### config.mk
export PLATFORM = sky130hd
export DESIGN_NAME = fpc_port
export DESIGN_NICKNAME = d
export VERILOG_FILES = /design/src/fpc_pkg.sv /design/src/fpc_pad_drive.sv /design/src/fpc_port.sv
export SDC_FILE = /design/constraint.sdc
export NUM_CORES = 1
export LEC_CHECK = 0
export BUFFER_PORTS_ARGS = -buffer_cell sky130_fd_sc_hd__buf_2
export CORE_ASPECT_RATIO = 1.1
export CORE_UTILIZATION = 50
export DETAILED_ROUTE_END_ITERATION = 12
export PLACE_DENSITY = 0.77
export SYNTH_ARGS = -nofsm -noshare
export SYNTH_HDL_FRONTEND = slang
export SYNTH_HIERARCHICAL = 1
export SYNTH_SLANG_ARGS = --single-unit
### constraint.sdc
create_clock -name i_sys_clk -period 1.81 [get_ports i_sys_clk]
set_input_delay 0 -clock i_sys_clk [delete_from_list [all_inputs] [get_ports i_sys_clk]]
set_output_delay 0 -clock i_sys_clk [all_outputs]
set_load 0.03 [all_outputs]
### src/fpc_pkg.sv
package fpc_pkg;

   // ----------------------------------------------------------------
   // sizes
   // ----------------------------------------------------------------
   localparam int FPC_PINS = 4;
   localparam int FPC_ADDR_W = 16;
   localparam int FPC_DATA_W = 16;

   // ----------------------------------------------------------------
   // register addresses
   // ----------------------------------------------------------------
   localparam logic [15:0] FPC_ADDR_DATA = 16'hF228;
   localparam logic [15:0] FPC_ADDR_DIR = 16'hF229;
   localparam logic [15:0] FPC_ADDR_COND_LO = 16'hF22A;
   localparam logic [15:0] FPC_ADDR_COND_HI = 16'hF22B;
   localparam logic [15:0] FPC_ADDR_FUNC_LO = 16'hF22C;
   localparam logic [15:0] FPC_ADDR_FUNC_HI = 16'hF22D;

   // ----------------------------------------------------------------
   // field layout and values after reset
   // ----------------------------------------------------------------
   localparam int FPC_FIELD_LSB = 0;
   localparam int FPC_FIELD_MSB = 3;
   localparam logic [3:0] FPC_UPPER_ZERO = 4'h0;
   localparam logic [3:0] FPC_RST_NIBBLE = 4'h0;
   localparam logic [15:0] FPC_RST_RD = 16'h0000;
   localparam logic FPC_IDLE_UART_RX = 1'h1;
   localparam logic FPC_IDLE_SER_DATA = 1'h0;
   localparam logic FPC_IDLE_SER_CLK = 1'h0;

   // ----------------------------------------------------------------
   // pin settings
   // ----------------------------------------------------------------
   localparam logic FPC_DIR_OUT = 1'h0;
   localparam logic FPC_DIR_IN = 1'h1;

   typedef enum logic [1:0] {
      FPC_DRV_HIZ = 2'h0,
      FPC_DRV_PCH = 2'h1,
      FPC_DRV_NCH = 2'h2,
      FPC_DRV_CMOS = 2'h3
   } fpc_drv_t;

   typedef enum logic [1:0] {
      FPC_IN_HIZ = 2'h0,
      FPC_IN_PULL_DOWN = 2'h1,
      FPC_IN_PULL_UP = 2'h2,
      FPC_IN_HIZ_ALT = 2'h3
   } fpc_inp_t;

   typedef enum logic [1:0] {
      FPC_FN_GPIO = 2'h0,
      FPC_FN_ALT1 = 2'h1,
      FPC_FN_ALT2 = 2'h2,
      FPC_FN_ALT3 = 2'h3
   } fpc_fn_t;

endpackage

### src/fpc_pad_drive.sv
`timescale 1ns/10ps

module fpc_pad_drive
(
   // pin setting
   input wire logic i_dir,
   input wire fpc_pkg::fpc_drv_t i_style,
   input wire logic i_level,
   input wire logic i_forbid,
   // pad controls
   output logic o_out,
   output logic o_oe,
   output logic o_pull_up,
   output logic o_pull_down
);
   import fpc_pkg::*;

   logic lvl;

   // ----------------------------------------------------------------
   // driver and pull selection
   // ----------------------------------------------------------------
   always_comb
   begin
      lvl = i_level & ~i_forbid;
      o_out = 1'h0;
      o_oe = 1'h0;
      o_pull_up = 1'h0;
      o_pull_down = 1'h0;
      if (i_dir == FPC_DIR_IN)
      begin
         case (fpc_inp_t'(i_style))
            FPC_IN_PULL_DOWN: o_pull_down = 1'h1;
            FPC_IN_PULL_UP: o_pull_up = 1'h1;
            default: o_pull_up = 1'h0;
         endcase
      end
      else
      begin
         case (i_style)
            FPC_DRV_PCH:
            begin
               o_out = 1'h1;
               o_oe = lvl;
            end
            FPC_DRV_NCH: o_oe = ~lvl;
            FPC_DRV_CMOS:
            begin
               o_out = lvl;
               o_oe = 1'h1;
            end
            default: o_oe = 1'h0;
         endcase
      end
   end

endmodule

### src/fpc_port.sv
`timescale 1ns/10ps

module fpc_port
(
   // clock and reset
   input wire logic i_sys_clk,
   input wire logic i_rst_n,
   input wire logic i_clk_en,
   // register port
   input wire logic [fpc_pkg::FPC_ADDR_W-1:0] i_addr,
   input wire logic [fpc_pkg::FPC_DATA_W-1:0] i_wr_data,
   input wire logic i_wr_stb,
   input wire logic i_rd_stb,
   input wire logic i_wide,
   output logic [fpc_pkg::FPC_DATA_W-1:0] o_rd_data,
   // port pins
   input wire logic [fpc_pkg::FPC_PINS-1:0] i_pin_in,
   output logic [fpc_pkg::FPC_PINS-1:0] o_pin_out,
   output logic [fpc_pkg::FPC_PINS-1:0] o_pin_oe,
   output logic [fpc_pkg::FPC_PINS-1:0] o_pin_pull_up,
   output logic [fpc_pkg::FPC_PINS-1:0] o_pin_pull_down,
   // peripheral sources
   input wire logic i_first_uart_transmit,
   input wire logic i_second_uart_transmit,
   input wire logic i_pwm_channel_output,
   input wire logic i_sync_serial_data_out,
   input wire logic i_sync_serial_clock_out,
   // peripheral sinks
   output logic o_second_uart_receive,
   output logic o_sync_serial_data_in,
   output logic o_sync_serial_clock_in
);
   import fpc_pkg::*;

   // ----------------------------------------------------------------
   // state
   // ----------------------------------------------------------------
   typedef struct packed {
      logic [3:0] data;
      logic [3:0] dir;
      logic [3:0] cond_lo;
      logic [3:0] cond_hi;
      logic [3:0] func_lo;
      logic [3:0] func_hi;
      logic [15:0] rd_data;
      logic [3:0] pin_out;
      logic [3:0] pin_oe;
      logic [3:0] pull_up;
      logic [3:0] pull_down;
      logic uart_rx;
      logic ser_din;
      logic ser_clk_in;
   } fpc_state_t;

   fpc_state_t r;
   fpc_state_t next_r;

   logic [3:0] pin_level;
   logic [3:0] pin_forbid;
   logic [3:0] pad_out;
   logic [3:0] pad_oe;
   logic [3:0] pad_pu;
   logic [3:0] pad_pd;
   logic [15:0] rd_value;
   logic [3:0] port_view;

   // ----------------------------------------------------------------
   // helpers
   // ----------------------------------------------------------------
   function automatic fpc_fn_t fn_code(input logic [3:0] hi, input logic [3:0] lo,
                                       input int idx);
      fn_code = fpc_fn_t'({hi[idx], lo[idx]});
   endfunction

   function automatic logic [7:0] rd_byte(input logic [3:0] field);
      rd_byte = {FPC_UPPER_ZERO, field};
   endfunction

   function automatic logic [3:0] wr_field(input logic [7:0] wbyte);
      wr_field = wbyte[FPC_FIELD_MSB:FPC_FIELD_LSB];
   endfunction

   // ----------------------------------------------------------------
   // function routing
   // ----------------------------------------------------------------
   always_comb
   begin
      pin_level = r.data;
      pin_forbid = 4'h0;
      case (fn_code(r.func_hi, r.func_lo, 3))
         FPC_FN_ALT1: pin_level[3] = i_second_uart_transmit;
         FPC_FN_ALT2: pin_level[3] = i_pwm_channel_output;
         FPC_FN_ALT3: pin_level[3] = i_first_uart_transmit;
         default: pin_level[3] = r.data[3];
      endcase
      case (fn_code(r.func_hi, r.func_lo, 2))
         FPC_FN_ALT2: pin_level[2] = i_sync_serial_data_out;
         FPC_FN_ALT3: pin_forbid[2] = 1'h1;
         default: pin_level[2] = r.data[2];
      endcase
      case (fn_code(r.func_hi, r.func_lo, 1))
         FPC_FN_ALT2: pin_level[1] = i_sync_serial_clock_out;
         FPC_FN_ALT1: pin_forbid[1] = 1'h1;
         FPC_FN_ALT3: pin_forbid[1] = 1'h1;
         default: pin_level[1] = r.data[1];
      endcase
      case (fn_code(r.func_hi, r.func_lo, 0))
         FPC_FN_ALT1: pin_forbid[0] = 1'h1;
         FPC_FN_ALT3: pin_forbid[0] = 1'h1;
         default: pin_level[0] = r.data[0];
      endcase
   end

   // ----------------------------------------------------------------
   // pad drivers
   // ----------------------------------------------------------------
   for (genvar g = 0; g < FPC_PINS; g++)
   begin : g_pad
      fpc_pad_drive u_pad
      (
         .i_dir(r.dir[g]),
         .i_style(fpc_drv_t'({r.cond_hi[g], r.cond_lo[g]})),
         .i_level(pin_level[g]),
         .i_forbid(pin_forbid[g]),
         .o_out(pad_out[g]),
         .o_oe(pad_oe[g]),
         .o_pull_up(pad_pu[g]),
         .o_pull_down(pad_pd[g])
      );
   end

   // ----------------------------------------------------------------
   // read decode
   // ----------------------------------------------------------------
   always_comb
   begin
      port_view = (r.dir & i_pin_in) | (~r.dir & r.data);
      rd_value = FPC_RST_RD;
      case (i_addr)
         FPC_ADDR_DATA: rd_value[7:0] = rd_byte(port_view);
         FPC_ADDR_DIR: rd_value[7:0] = rd_byte(r.dir);
         FPC_ADDR_COND_LO:
         begin
            rd_value[7:0] = rd_byte(r.cond_lo);
            if (i_wide)
            begin
               rd_value[15:8] = rd_byte(r.cond_hi);
            end
         end
         FPC_ADDR_COND_HI: rd_value[7:0] = rd_byte(r.cond_hi);
         FPC_ADDR_FUNC_LO:
         begin
            rd_value[7:0] = rd_byte(r.func_lo);
            if (i_wide)
            begin
               rd_value[15:8] = rd_byte(r.func_hi);
            end
         end
         FPC_ADDR_FUNC_HI: rd_value[7:0] = rd_byte(r.func_hi);
         default: rd_value = FPC_RST_RD;
      endcase
   end

   // ----------------------------------------------------------------
   // next state
   // ----------------------------------------------------------------
   always_comb
   begin
      next_r = r;
      next_r.rd_data = i_rd_stb ? rd_value : FPC_RST_RD;
      if (i_wr_stb)
      begin
         case (i_addr)
            FPC_ADDR_DATA: next_r.data = wr_field(i_wr_data[7:0]);
            FPC_ADDR_DIR: next_r.dir = wr_field(i_wr_data[7:0]);
            FPC_ADDR_COND_LO:
            begin
               next_r.cond_lo = wr_field(i_wr_data[7:0]);
               if (i_wide)
               begin
                  next_r.cond_hi = wr_field(i_wr_data[15:8]);
               end
            end
            FPC_ADDR_COND_HI: next_r.cond_hi = wr_field(i_wr_data[7:0]);
            FPC_ADDR_FUNC_LO:
            begin
               next_r.func_lo = wr_field(i_wr_data[7:0]);
               if (i_wide)
               begin
                  next_r.func_hi = wr_field(i_wr_data[15:8]);
               end
            end
            FPC_ADDR_FUNC_HI: next_r.func_hi = wr_field(i_wr_data[7:0]);
            default: next_r.data = r.data;
         endcase
      end
      next_r.pin_out = pad_out;
      next_r.pin_oe = pad_oe;
      next_r.pull_up = pad_pu;
      next_r.pull_down = pad_pd;
      next_r.uart_rx = FPC_IDLE_UART_RX;
      next_r.ser_din = FPC_IDLE_SER_DATA;
      next_r.ser_clk_in = FPC_IDLE_SER_CLK;
      if (fn_code(r.func_hi, r.func_lo, 2) == FPC_FN_ALT1)
      begin
         next_r.uart_rx = i_pin_in[2];
      end
      if (fn_code(r.func_hi, r.func_lo, 0) == FPC_FN_ALT2)
      begin
         next_r.ser_din = i_pin_in[0];
      end
      if (fn_code(r.func_hi, r.func_lo, 1) == FPC_FN_ALT2)
      begin
         next_r.ser_clk_in = i_pin_in[1];
      end
   end

   // ----------------------------------------------------------------
   // registers
   // ----------------------------------------------------------------
   always_ff @(posedge i_sys_clk or negedge i_rst_n)
   begin
      if (!i_rst_n)
      begin
         r <= '{
            data: FPC_RST_NIBBLE,
            dir: FPC_RST_NIBBLE,
            cond_lo: FPC_RST_NIBBLE,
            cond_hi: FPC_RST_NIBBLE,
            func_lo: FPC_RST_NIBBLE,
            func_hi: FPC_RST_NIBBLE,
            rd_data: FPC_RST_RD,
            pin_out: FPC_RST_NIBBLE,
            pin_oe: FPC_RST_NIBBLE,
            pull_up: FPC_RST_NIBBLE,
            pull_down: FPC_RST_NIBBLE,
            uart_rx: FPC_IDLE_UART_RX,
            ser_din: FPC_IDLE_SER_DATA,
            ser_clk_in: FPC_IDLE_SER_CLK
         };
      end
      else if (i_clk_en)
      begin
         r <= next_r;
      end
   end

   assign o_rd_data = r.rd_data;
   assign o_pin_out = r.pin_out;
   assign o_pin_oe = r.pin_oe;
   assign o_pin_pull_up = r.pull_up;
   assign o_pin_pull_down = r.pull_down;
   assign o_second_uart_receive = r.uart_rx;
   assign o_sync_serial_data_in = r.ser_din;
   assign o_sync_serial_clock_in = r.ser_clk_in;

   for (genvar k = 0; k < FPC_PINS; k++)
   begin : g_chk

   end
endmodule

==> results by group <==
Clocking
  • Number of H-tree levels: 2
  • Cts bufs inserted: 5
  • Reg clk slew, reported paths: 0.09 ns
  • Clk_lat worst skew: between 0.3 and 0.4 ns
  • CTS tree: built
  • Root Driver: clkbuf_8
  • CTS sink count: 51
  • Clock Path Buffers: 2

Detailed routing
  • Wire length per cell: 16.3 um
  • Vias per cell: 5.24
  • Routed WL: 6850 um
  • Routed Antenna Nets: 0
  • Vias: ~2.2k
  • Detailed Routing Iterations Pass 1: 4
  • Number of DRC markers in iteration 0: 121
  • DR DRC count: 0

Die
  • Core area: 0.00554 sq mm
  • Die ar.: 0.00621 sq mm
  • Chip height: roughly 83 um
  • Row cnt: 28
  • IO Pins: slightly above 80
  • Starting density of the core: a little over half
  • Die X: approximately 75 um

STA
  • Endpoints failing hold: 0
  • Worst Tran Pin Value: 0.624 ns
  • RSZ-0062 raised after global routing: false
  • Layout Skew: between 0.01 and 0.015 ns
  • Rel. slew slack: slightly below 60%
  • Final slew viol count: 0
  • Setup violators final: 0
  • Period utilization: 93.6%
  • Tmin final: 1.69 ns
  • Max Freq: between 500 and 600 MHz

Yosys
  • Syn Area/Cell: approximately 11 sq um
  • Yosys reg bits: 51
  • Post-synth top flop: dfrtp_1
  • Synth top area cells: dfrtp_1 42%, mux2_2 12%, buf_4 8.1%
  • Post-synthesis sequential area ratio: 43.3%
  • Synth Instances: approximately 280
  • Netlist cell types: between 40 and 50
  • Synth area leader: dfrtp_1
  • Synthesized area: 0.00295 sq mm
  • EDFF count, synth: 0
  • Post-synth top area share: a little over two fifths
  • Synthesis Warnings: 6
  • Ys async rst share: 100%

Setup path
  • R2r setup slk: 0.28 ns
  • WP data arrival: between 1.5 and 2 ns
  • Critical path class: input port to register
  • RR Endpoint: o_pin_out[1]
  • CP Capture Type: register
  • R2R depth: 5
  • CP Launch Type: input port
  • FF-to-FF Start: r[40]
  • CP required: 2.01 ns
  • CP Max Fanout: 4

Layout
  • Syn-to-layout area delta: 18.7%
  • Fin area: around 0.0035 sq mm
  • Most common cell after layout, fill and taps aside: buf_2
  • N_diodes: 0
  • Layout cells sized above 1: ~41%
  • Final Util: 63.2%
  • Fillcell total: 486
  • Commonest non-fill, non-tap cells in the layout: 65 x buf_2, 50 x dfrtp_1, 31 x mux2_2
  • NumNets Final: 392

Pwr
  • Switching power: 0.000533 W
  • Reg power frac: between 50% and 60%
  • Switch share: 26.2%
  • Clock power share: about a third
  • P_leak: around 1.7 nW
  • Logic pwr share: 9.5%
  • VDD IR max: around 0.0004 V
  • Int Pwr: about 0.0015 W
  • Cell area power density: roughly 580 mW/mm^2

Worst hold path
  • Hold Crit Start: i_pin_in[2]
  • Hold-critical path depth: 3
  • HP Class: input port to register
  • WHS Endpoint: o_second_uart_receive

Placed design
  • DP Wirelength: between 5000 and 6000 um
  • Routability cong.: approximately 0.83
  • Area post-placement: about 0.0033 sq mm
  • Buffers on Ports: 65

Job
  • Max-cap violations: 0

Global route
  • First-pass GRT wire length: approximately 11,000 um
  • Largest net degree at the start of global routing: 27
  • Number of global-route vias before repair: approximately 2.2k
  • Overall Global Routing Usage: between 20% and 30%
  • Initial antenna violation count: 0
  • Grt ovf: 0

Outcome
  • Status: completed
## critical path, cell delays in order
cell and delay, ns:
buf_2 0.09, or4b_1 0.53, or3_1 0.40, or4_4 0.56, mux2_4 0.32
## area by class of cell
class                      instances  area (sq um)  share of cell area [%]
clock buffer                       5          68.8                    1.97
clock inverter                     3          28.8                   0.822
inverter                           3          11.3                   0.322
multi-input combinational        185          1410                    40.1
tap                               75          93.8                    2.68
timing repair buffer              99           616                    17.6
sequential                        51          1280                    36.5
## through the flow
| step | cells | total power (W) | setup TNS [ns] | hold WS (ns) | setup WS [ns] |
|---|---|---|---|---|---|
| after floorplan | 283 | 0.00126 | -3.80 | -0.296 | -0.370 |
| after global placement | 404 | 0.00134 | -2.82 | 0.0450 | -0.196 |
| after detailed placement | 404 | 0.00134 | -3.22 | 0.0514 | -0.217 |
| after CTS | 421 | 0.00206 | 0 | 0.00307 | 0.122 |
| after global routing | 421 | 0.00213 | 0 | 0.0185 | 0.0625 |
| final | 421 | 0.00204 | 0 | 0.0102 | 0.116 |
## repair_timing
| action | 4_1_cts | 5_1_grt |
|---|---|---|
| setup buffers | 0 | 0 |
| endpoints found under the hold margin | 34 | 0 |
| resized for setup | 0 | 0 |
| hold buffers | 9 | 0 |
## layer usage
layer	vias to the layer above	GRT usage, %	wire [um]
li1	1089	-	-
met1	1052	33.0	3050
met2	61	41.0	3350
met3	6	4.73	336
met4	0	9.44	118
met5	-	0	0
## cells in the mapped netlist, types with 2 or more instances
library cell,n
mux2_4,4
and3b_2,4
or2b_1,4
nor2b_1,4
mux2_2,31
buf_1,2
mux2i_1,19
buf_4,32
nand2_1,18
o2bb2ai_1,5
a21o_1,2
nor2_1,12
a22oi_1,7
nand4_1,3
or4bb_1,2
dfrtp_1,50
or4b_1,2
nor3_1,3
clkbuf_1,7
a32oi_1,2
nand3b_1,2
a21oi_1,7
nand4b_1,2
inv_1,2
buf_2,2
nor4_1,5
o22ai_1,3
nand2b_1,9
o21ai_0,12
nand3_1,4
## flip-flops by register name, summed over array words and instances, names as in the netlist
name and flops:
o_pin_pull_up 4, o_second_uart_receive 1, o_sync_serial_data_in 1, o_pin_oe 4, o_pin_out 4, o_sync_serial_clock_in 1
o_rd_data 8, pin_level 1, r 23, o_pin_pull_down 4
## worst max-delay path by stage
| stage | end | slack (ns) | cells after the start | start |
|---|---|---|---|---|
| finish | r[58] | 0.12 | 5 | i_addr[10] |
| global route | r[52] | 0.06 | 8 | i_addr[10] |
| CTS | r[58] | 0.12 | 5 | i_addr[10] |
| detailed placement | pin_level[0] | -0.22 | 5 | i_addr[10] |
| global placement | r[58] | -0.20 | 5 | i_addr[10] |
| floorplan | pin_level[0] | -0.37 | 7 | i_addr[10] |
## power by group through the flow
stage               registers [W]   logic, W  clock network, W
finish                    0.00114   0.000193          0.000703
global placement          0.00116   0.000178                 0
detailed placement        0.00116   0.000179                 0
global route              0.00114   0.000213          0.000777
floorplan                 0.00116  0.0000950                 0
CTS                       0.00114   0.000195          0.000723
## kinds of logic (layout without fill, tap and decap cells)
family	count (synthesis)	after routing	share of synthesized area (%)
AO/OA/AOI/OAI	41	41	9.04
multiplexers	55	55	21.1
AND/OR/NAND/NOR	80	80	16.0
other	1	9	0.127
buffers and inverters	47	110	10.4
flip-flops	51	51	43.3
Note: power is estimated with default switching activity, not from simulation.
